**src/pkg/lss_map.vh**
```
// register offsets, field positions and encodings of the line state status bank
`ifndef LSS_MAP_VH
`define LSS_MAP_VH

// register offsets (word index on the plain register port)
`define LSS_ADDR_LINE_STATUS 5'h10
`define LSS_ADDR_CONN_STATUS 5'h11
`define LSS_ADDR_INT_STATUS  5'h12
`define LSS_ADDR_INT_MASK    5'h13

// line state codes
`define LSS_LS_NOISE   3'h0
`define LSS_LS_ACTIVE  3'h1
`define LSS_LS_IDLE4   3'h3
`define LSS_LS_QUIET   3'h4
`define LSS_LS_MASTER  3'h5
`define LSS_LS_HALT    3'h6
`define LSS_LS_IDLE16  3'h7

// symbol classes presented by the receive decoder
`define LSS_SYM_OTHER  3'h0
`define LSS_SYM_DATA   3'h1
`define LSS_SYM_IDLE   3'h3
`define LSS_SYM_QUIET  3'h4
`define LSS_SYM_MASTER 3'h5
`define LSS_SYM_HALT   3'h6

// pair counts: counter value at which a state is accepted
`define LSS_PAIRS_FULL  3'h7
`define LSS_PAIRS_SHORT 3'h1

// line status field positions
`define LSS_CURRENT_LINE_STATE_LSB  5
`define LSS_RSTATE_BIT   4
`define LSS_UNKNOWN_BIT  3

// connection status field positions
`define LSS_RF_LSB     14
`define LSS_INS_LSB    12
`define LSS_SCRUB_BIT  11
`define LSS_CM_LSB     7

// interrupt status bits
`define LSS_INT_LINE_CHG 0
`define LSS_INT_INS_CHG  1
`define LSS_INT_W        2

`endif

```
**src/lss_status.v**
```verilog
// line state recognizer and read-only status registers of the ring phy controller
`timescale 1ns/1ps
`include "lss_map.vh"

module lss_status #(
   parameter ADDR_W = 5
) (
   input  wire              clock,
   input  wire              rst_n,
   input  wire              pair_valid,
   input  wire [2:0]        pair_class,
   input  wire [1:0]        repeat_filter_state,
   input  wire [1:0]        insertion_state,
   input  wire              scrubbing_flag,
   input  wire [3:0]        conn_mgmt_state,
   input  wire [ADDR_W-1:0] reg_addr,
   input  wire [15:0]       reg_wdata,
   input  wire              reg_wr,
   input  wire              reg_rd,
   output reg  [15:0]       reg_rdata_ff,
   output reg  [2:0]        current_line_state_ff,
   output reg               line_state_unknown_flag_ff,
   output reg               irq_ff
);

   ////////////////////////////////////////////////////////////////////////////////
   // notes for whoever wires this block in
   //
   // receive side
   //   one pair_valid cycle is one received symbol pair, never a single symbol
   //   the class code comes from the receive decoder, already framed on pairs
   //   classes 2 and 7 carry no meaning here and are taken as noise
   //   pair_valid may stay high for a run; every high cycle counts one pair
   //
   // recognizer behaviour
   //   a pair that differs from the candidate restarts the count from zero
   //   so a new state needs eight pairs counted from its own first pair
   //   idle is the exception: two pairs give the short idle code
   //   staying on idle for eight pairs upgrades it to the long idle code
   //   while hunting, the code keeps the last recognized state
   //   software then sees the old code plus the unknown flag, never a guess
   //   once locked the counter parks at its last value, except on short idle where it counts on to seven; it is not free running
   //   the state bit is high while locked, low while hunting
   //
   // mirrored fields
   //   repeat filter and management fields are only mirrored here; insertion is mirrored and also watched for changes
   //   their machines run elsewhere and must be synchronous to this clock
   //   no sampling stage is added, so a read shows the value of its strobe cycle
   //   the low seven bits of the connection word are left at zero
   //
   // register port
   //   both status words are live and read-only; no read clears anything
   //   writes to the status words decode to nothing and are simply dropped
   //   read data stand for one cycle only and are zero otherwise,
   //   which lets several banks share one or-ed read bus
   //   the port never stalls, so back-to-back strobes are all served
   //
   // interrupts
   //   two events: line state code changed, insertion state changed
   //   only the interrupt status word is write-one-to-clear
   //   a change and a clear in the same cycle leave the bit set,
   //   so an event is never lost to a late clear
   //   the level output follows status and mask by one clock
   //
   // limitations
   //   the line status upper byte is left at zero
   //   there is no previous-state history; only the current code is kept
   //   there is no long-count timer; all timing is counted in pairs

   ////////////////////////////////////////////////////////////////////////////////
   // recognizer state: one-hot, hunting for a new state or locked on one
   localparam ST_HUNT = 2'b01;
   localparam ST_LOCK = 2'b10;

   // recognizer state, pair counter and the candidate being counted
   reg [1:0]  state_ff;
   reg [1:0]  nxt_state;
   reg [2:0]  like_pair_counter_ff;
   reg [2:0]  nxt_like_pair_counter;
   reg [2:0]  cand_ff;
   reg [2:0]  nxt_cand;
   // next values of the two recognizer outputs
   reg [2:0]  nxt_line_state;
   reg        nxt_unknown;
   // interrupt side: insertion edge detector, sticky status and mask
   reg [1:0]  ins_prev_ff;
   reg [`LSS_INT_W-1:0] int_status_ff;
   reg [`LSS_INT_W-1:0] int_mask_ff;

   // maps a symbol class to the line state it would establish
   function [2:0] class_to_state;
      input [2:0] cls;
      begin
         case (cls)
            `LSS_SYM_DATA:   class_to_state = `LSS_LS_ACTIVE;
            `LSS_SYM_IDLE:   class_to_state = `LSS_LS_IDLE4;
            `LSS_SYM_QUIET:  class_to_state = `LSS_LS_QUIET;
            `LSS_SYM_MASTER: class_to_state = `LSS_LS_MASTER;
            `LSS_SYM_HALT:   class_to_state = `LSS_LS_HALT;
            default:         class_to_state = `LSS_LS_NOISE;
         endcase
      end
   endfunction

   // one step of the pair counter; three bits wrap, but no path asks past seven
   function [2:0] count_step;
      input [2:0] cnt;
      begin
         count_step = cnt + 3'h1;
      end
   endfunction

   // counter value that accepts a candidate: idle needs two pairs, the rest eight
   function [2:0] accept_goal;
      input [2:0] cand;
      begin
         if (cand == `LSS_LS_IDLE4) begin
            accept_goal = `LSS_PAIRS_SHORT;
         end else begin
            accept_goal = `LSS_PAIRS_FULL;
         end
      end
   endfunction

   wire [2:0] pair_state = class_to_state(pair_class);
   wire       same_pair  = (pair_state == cand_ff);
   // idle is recognized after two pairs, every other state after eight
   wire [2:0] goal       = accept_goal(cand_ff);
   wire [2:0] cnt_next   = count_step(like_pair_counter_ff);

   ////////////////////////////////////////////////////////////////////////////////
   // recognizer next state
   always @* begin
      nxt_state             = state_ff;
      nxt_like_pair_counter = like_pair_counter_ff;
      nxt_cand              = cand_ff;
      nxt_line_state        = current_line_state_ff;
      nxt_unknown           = line_state_unknown_flag_ff;
      if (pair_valid) begin
         case (state_ff)
            ST_HUNT: begin
               if (!same_pair) begin
                  nxt_cand              = pair_state;
                  nxt_like_pair_counter = 3'h0;
               end else if (cnt_next >= goal) begin
                  // enough like pairs: load the candidate and lock on it
                  nxt_like_pair_counter = cnt_next;
                  nxt_line_state        = cand_ff;
                  nxt_unknown           = 1'b0;
                  nxt_state             = ST_LOCK;
               end else begin
                  // still short of the goal: keep counting, code unchanged
                  nxt_like_pair_counter = cnt_next;
               end
            end
            ST_LOCK: begin
               if (!same_pair) begin
                  nxt_cand              = pair_state;
                  nxt_like_pair_counter = 3'h0;
                  nxt_unknown           = 1'b1;
                  nxt_state             = ST_HUNT;
               end else if (cand_ff == `LSS_LS_IDLE4 &&
                            current_line_state_ff == `LSS_LS_IDLE4) begin
                  // idle keeps counting to eight pairs, i.e. sixteen symbols
                  if (like_pair_counter_ff == `LSS_PAIRS_FULL - 3'h1) begin
                     nxt_like_pair_counter = `LSS_PAIRS_FULL;
                     nxt_line_state        = `LSS_LS_IDLE16;
                  end else begin
                     // short idle held: count on towards the long idle code
                     nxt_like_pair_counter = cnt_next;
                  end
               end
            end
            default: begin
               nxt_state = ST_HUNT;
            end
         endcase
      end
   end

   // recognizer registers; comes out of reset hunting with noise shown
   always @(posedge clock) begin
      if (!rst_n) begin
         state_ff                   <= ST_HUNT;
         like_pair_counter_ff       <= 3'h0;
         cand_ff                    <= `LSS_LS_NOISE;
         current_line_state_ff      <= `LSS_LS_NOISE;
         line_state_unknown_flag_ff <= 1'b1;
      end else begin
         state_ff                   <= nxt_state;
         like_pair_counter_ff       <= nxt_like_pair_counter;
         cand_ff                    <= nxt_cand;
         current_line_state_ff      <= nxt_line_state;
         line_state_unknown_flag_ff <= nxt_unknown;
      end
   end

   ////////////////////////////////////////////////////////////////////////////////
   // status word fields; live values, so a read never disturbs them
   wire        recognizer_state_bit = (state_ff == ST_LOCK);
   wire [7:0]  line_upper_zero      = 8'h00;                  // upper byte unused
   wire [1:0]  rf_field             = repeat_filter_state;
   wire [1:0]  ins_field            = insertion_state;
   wire        scrub_field          = scrubbing_flag;
   wire [3:0]  cm_field             = conn_mgmt_state;
   wire [6:0]  conn_lower_zero      = 7'h00;                  // flags kept elsewhere

   // line status: code, state bit, unknown flag, pair counter
   wire [15:0] line_status_word = {line_upper_zero,
                                   current_line_state_ff,
                                   recognizer_state_bit,
                                   line_state_unknown_flag_ff,
                                   like_pair_counter_ff};

   // connection status: mirrored as-is, the owning machines live elsewhere
   wire [15:0] conn_status_word = {rf_field,
                                   ins_field,
                                   scrub_field,
                                   cm_field,
                                   conn_lower_zero};

   ////////////////////////////////////////////////////////////////////////////////
   // events: line state change and insertion state change
   // line change looks at the next value so the sticky bit rises with the new code
   wire line_chg = (nxt_line_state != current_line_state_ff);
   wire ins_chg  = (insertion_state != ins_prev_ff);
   wire [`LSS_INT_W-1:0] events = {ins_chg, line_chg};

   // register port decodes; the two status words have no write decode at all
   wire wr_clr  = reg_wr && (reg_addr == `LSS_ADDR_INT_STATUS);
   wire wr_mask = reg_wr && (reg_addr == `LSS_ADDR_INT_MASK);

   // next values of the interrupt side and of the read data
   reg [`LSS_INT_W-1:0] clr_bits;
   reg [`LSS_INT_W-1:0] nxt_int_status;
   reg [`LSS_INT_W-1:0] nxt_int_mask;
   reg                  nxt_irq;
   reg [15:0]           nxt_reg_rdata;

   ////////////////////////////////////////////////////////////////////////////////
   // sticky status, write one to clear; a fresh event wins over the clear
   always @* begin
      clr_bits       = wr_clr ? reg_wdata[`LSS_INT_W-1:0] : {`LSS_INT_W{1'b0}};
      nxt_int_status = (int_status_ff & ~clr_bits) | events;
      nxt_int_mask   = wr_mask ? reg_wdata[`LSS_INT_W-1:0] : int_mask_ff;
      // one clock of lag buys a clean registered pin
      nxt_irq        = |(int_status_ff & int_mask_ff);
   end

   // interrupt registers; the edge detector loads the live pins in reset,
   // so a nonzero insertion state at release is not taken for a change
   always @(posedge clock) begin
      if (!rst_n) begin
         int_status_ff <= {`LSS_INT_W{1'b0}};
         int_mask_ff   <= {`LSS_INT_W{1'b0}};
         ins_prev_ff   <= insertion_state;
         irq_ff        <= 1'b0;
      end else begin
         ins_prev_ff   <= insertion_state;
         int_status_ff <= nxt_int_status;
         int_mask_ff   <= nxt_int_mask;
         irq_ff        <= nxt_irq;
      end
   end

   ////////////////////////////////////////////////////////////////////////////////
   // read mux; only the strobe cycle loads data, all else returns zero
   always @* begin
      nxt_reg_rdata = 16'h0000;
      if (reg_rd) begin
         case (reg_addr)
            `LSS_ADDR_LINE_STATUS: nxt_reg_rdata = line_status_word;
            `LSS_ADDR_CONN_STATUS: nxt_reg_rdata = conn_status_word;
            `LSS_ADDR_INT_STATUS:  nxt_reg_rdata = {14'h0000, int_status_ff};
            `LSS_ADDR_INT_MASK:    nxt_reg_rdata = {14'h0000, int_mask_ff};
            default:               nxt_reg_rdata = 16'h0000;
         endcase
      end
   end

   // read data register: data one cycle after the strobe
   always @(posedge clock) begin
      if (!rst_n) begin
         reg_rdata_ff <= 16'h0000;
      end else begin
         reg_rdata_ff <= nxt_reg_rdata;
      end
   end

endmodule // lss_status

```
**config.mk**
```make
export PLATFORM = sky130hd
export DESIGN_NAME = lss_status
export DESIGN_NICKNAME = d
export VERILOG_FILES = /design/src/lss_status.v
export VERILOG_INCLUDE_DIRS = /design/src /design/src/pkg
export SDC_FILE = /design/constraint.sdc
export NUM_CORES = 1
export LEC_CHECK = 0
export ABC_AREA = 1
export BUFFER_PORTS_ARGS = -buffer_cell sky130_fd_sc_hd__buf_2
export CORE_MARGIN = 10
export CORE_UTILIZATION = 49
export DETAILED_ROUTE_END_ITERATION = 6
export PLACE_DENSITY_LB_ADDON = 0.05
export SKIP_CTS_REPAIR_TIMING = 1
export SLEW_MARGIN = 20
export SYNTH_ARGS = -nofsm -noshare
export SYNTH_HDL_FRONTEND = slang
export SYNTH_SLANG_ARGS = --single-unit
```
**constraint.sdc**
```tcl
create_clock -name clock -period 2.87 [get_ports clock]
set_input_delay 0.287 -clock clock [delete_from_list [all_inputs] [get_ports clock]]
set_output_delay 0.287 -clock clock [all_outputs]
set_load 0.01 [all_outputs]
```
==> impl_metrics.tcl <==
set metrics [dict create \
    gr-usage-met2_pct 22.8 \
    status "finished, final reports clean" \
    fin_setup_tns_ps 0 \
    power_mw 1.31 \
    grt_start_max_net_pins 13 \
    use_met1_pct 14.4 \
    grt_pass1_wl_um 6770 \
    gr-total-overflow 0 \
    cp-end-kind "flip-flop" \
    start_util_pct 50.4 \
    netlist_area_um2 1680 \
    powerDensity_nw_per_um2 644 \
    wl_per_cell_um 12.0 \
    final_cell_mix "56 x nand2_1, 44 x buf_2, 35 x dfxtp_1" \
    antenna_found_initial 0 \
    critPathRequiredTime_ps 3090 \
    worstSetupStartpointType "flip-flop" \
    finalSetupViolCount 0 \
    clk_pin_slew_ps 110 \
    die-area_um2 6170 \
    nNetsFinal 326 \
    tritoncts "yes" \
    wirelength_um 3960 \
    dieHeight_um 78.6 \
    core_um2 3340 \
    rsz0062_at_grt "false" \
    avgSynthCellArea_um2 7.21 \
    drive_gt1_share_pct 23.3 \
    period_share_pct 80.5 \
    crit_type "flip-flop to flip-flop" \
    rows 21 \
    die_w_um 78.6 \
    final_area_um2 2030 \
    htree_levels 2 \
    grt.total_usage_pct 13.3 \
    grt.busiest_layer "met2" \
    crit_start "like_pair_counter_ff[1]$_SDFFE_PN0P_" \
    area_growth_pct 20.9 \
    numCtsBuffers 5 \
    hpwl_um 3120 \
    finClkSkew_ps 8.25 \
    clock-root-buffer "clkbuf_4" \
    critPathArrivalTime_ps 2530 \
    reg2reg_setup_slack_ps 560 \
    finalMaxSlewViolations 0 \
    cts_buffer_depth 2 \
    clk-insertion-delay-late_ps 340 \
    drv_cap 0 \
    hold_viol_final 0 \
    hold_path.class "primary input to flip-flop" \
    via_count 1617 \
    yosysWarnings 0 \
    tightest_slew_ps 434 \
    finalCriticalPeriod_ps 2310 \
    fmax_mhz 433 \
    r2r-start "like_pair_counter_ff[1]$_SDFFE_PN0P_" \
    drc 0 \
    synth-seq-cells 35 \
    post-route-util_pct 60.9 \
    drt_first_pass_iters 4 \
    n_antenna_cell 0 \
    syn-instance-count 233 \
    drtIter0Drc 63 \
    dpl_cell_area_um2 1950 \
    ios 59 \
    vdd_drop_max_mv 0.277 \
    drtAntennaViolNets 0 \
    gp_congestion 0.847 \
    hp-start "insertion_state[0]" \
    clkSinkCount 35 \
    grt_pass1_vias 1555 \
    final_common_cell "nand2_1" \
    port_buffers 44 \
    cp_max_fo 4 \
    slew_headroom_pct 70.8 \
    gr-usage-met3_pct 5.58 \
    yosysSeqAreaShare_pct 41.7 \
    synth_nets 277 \
    p_leak_nw 1.01 \
    synth_cell_types 31 \
    via_per_inst 4.91 \
]
## Yosys cell counts
library cell	count	area (µm²)
nand2_1	56	210
dfxtp_1	35	701
inv_1	29	109
nor2_1	25	93.8
nand3_1	23	115
a21oi_1	11	55.1
o21ai_0	10	50.1
ha_1	6	75.1
nand4_1	4	25.0
a211oi_1	3	22.5
nand2_2	3	18.8
nor3_1	3	15.0
xnor2_1	3	26.3
clkbuf_1	2	7.51
inv_2	2	7.51
nor2_2	2	12.5
o211ai_1	2	15.0
a21oi_2	1	8.76
a31oi_1	1	6.26
clkinv_2	1	5.00
nand2_4	1	11.3
nand3b_1	1	7.51
nor2_4	1	11.3
nor2_8	1	20.0
nor4_1	1	6.26
nor4_2	1	12.5
o21ai_1	1	5.00
o221ai_1	1	8.76
o22ai_1	1	6.26
or2_1	1	6.26
or2_2	1	6.26
## metrics by stage
stage	cells	worst slack (ps)	hold WS, ps
floorplan	233	849	315
global placement	321	600	431
detailed placement	321	587	434
CTS	329	570	70.1
global route	329	319	65.1
finish	329	560	82.6
## final timing paths
path | end | cells after the start
setup / recovery | int_status_ff[0]$_SDFF_PN0_ | 16
hold / removal | ins_prev_ff[0]$_DFF_P_ | 1
setup reg to reg | int_status_ff[0]$_SDFF_PN0_ | 16
hold reg to reg | irq_ff$_SDFF_PN0_ | 2
## area by class of cell
cell class	instances	area, µm²
inverter	32	121
timing repair buffer	44	220
tap	46	57.6
clock buffer	5	37.5
sequential	35	701
fill	336	1310
clock inverter	3	43.8
multi-input combinational	164	851
## per-layer routing
metal  part of all wire [%]  wire length (µm)
met5                      0                 0
met4                    1.2                49
met3                    7.8               308
met2                     48              1880
met1                     43              1720
## report_power, final
group / internal, mW / leakage, nW / switching, mW / total (mW)
registers: 0.532 / 0.285 / 0.0450 / 0.577
logic: 0.139 / 0.683 / 0.240 / 0.379
clock network: 0.183 / 0.0452 / 0.170 / 0.354
## state kept, by name, summed over array words and instances, names as in the netlist
signal,count
cand_ff,3
irq_ff,1
like_pair_counter_ff,3
int_status_ff,2
ins_prev_ff,2
current_line_state_ff,3
line_state_unknown_flag_ff,1
reg_rdata_ff,16
state_ff,2
int_mask_ff,2
## cells by family after synthesis
kind of cell / count (synthesis) / synth area share (%)
XOR/XNOR: 3 / 1.56
flip-flops: 35 / 41.7
AND/OR/NAND/NOR: 124 / 34.0
AO/OA/AOI/OAI: 31 / 10.6
buffers and inverters: 34 / 7.67
adder cells (fa/ha/maj): 6 / 4.47
## worst max-delay path, stage by stage (launching register included)
cell and delay (ps):
dfxtp_1 400, ha_1 190, xnor2_1 120, inv_1 80, ha_1 290, a21oi_1 270, nand2_1 160, nand2_1 90
nand2_1 50, nand3_1 60, nand2_1 50, nand2_1 70, nand2_1 70, nand3_1 70, nand3_1 80, nor2_1 110
nor2_1 50
Note: power is estimated with default switching activity, not from simulation.
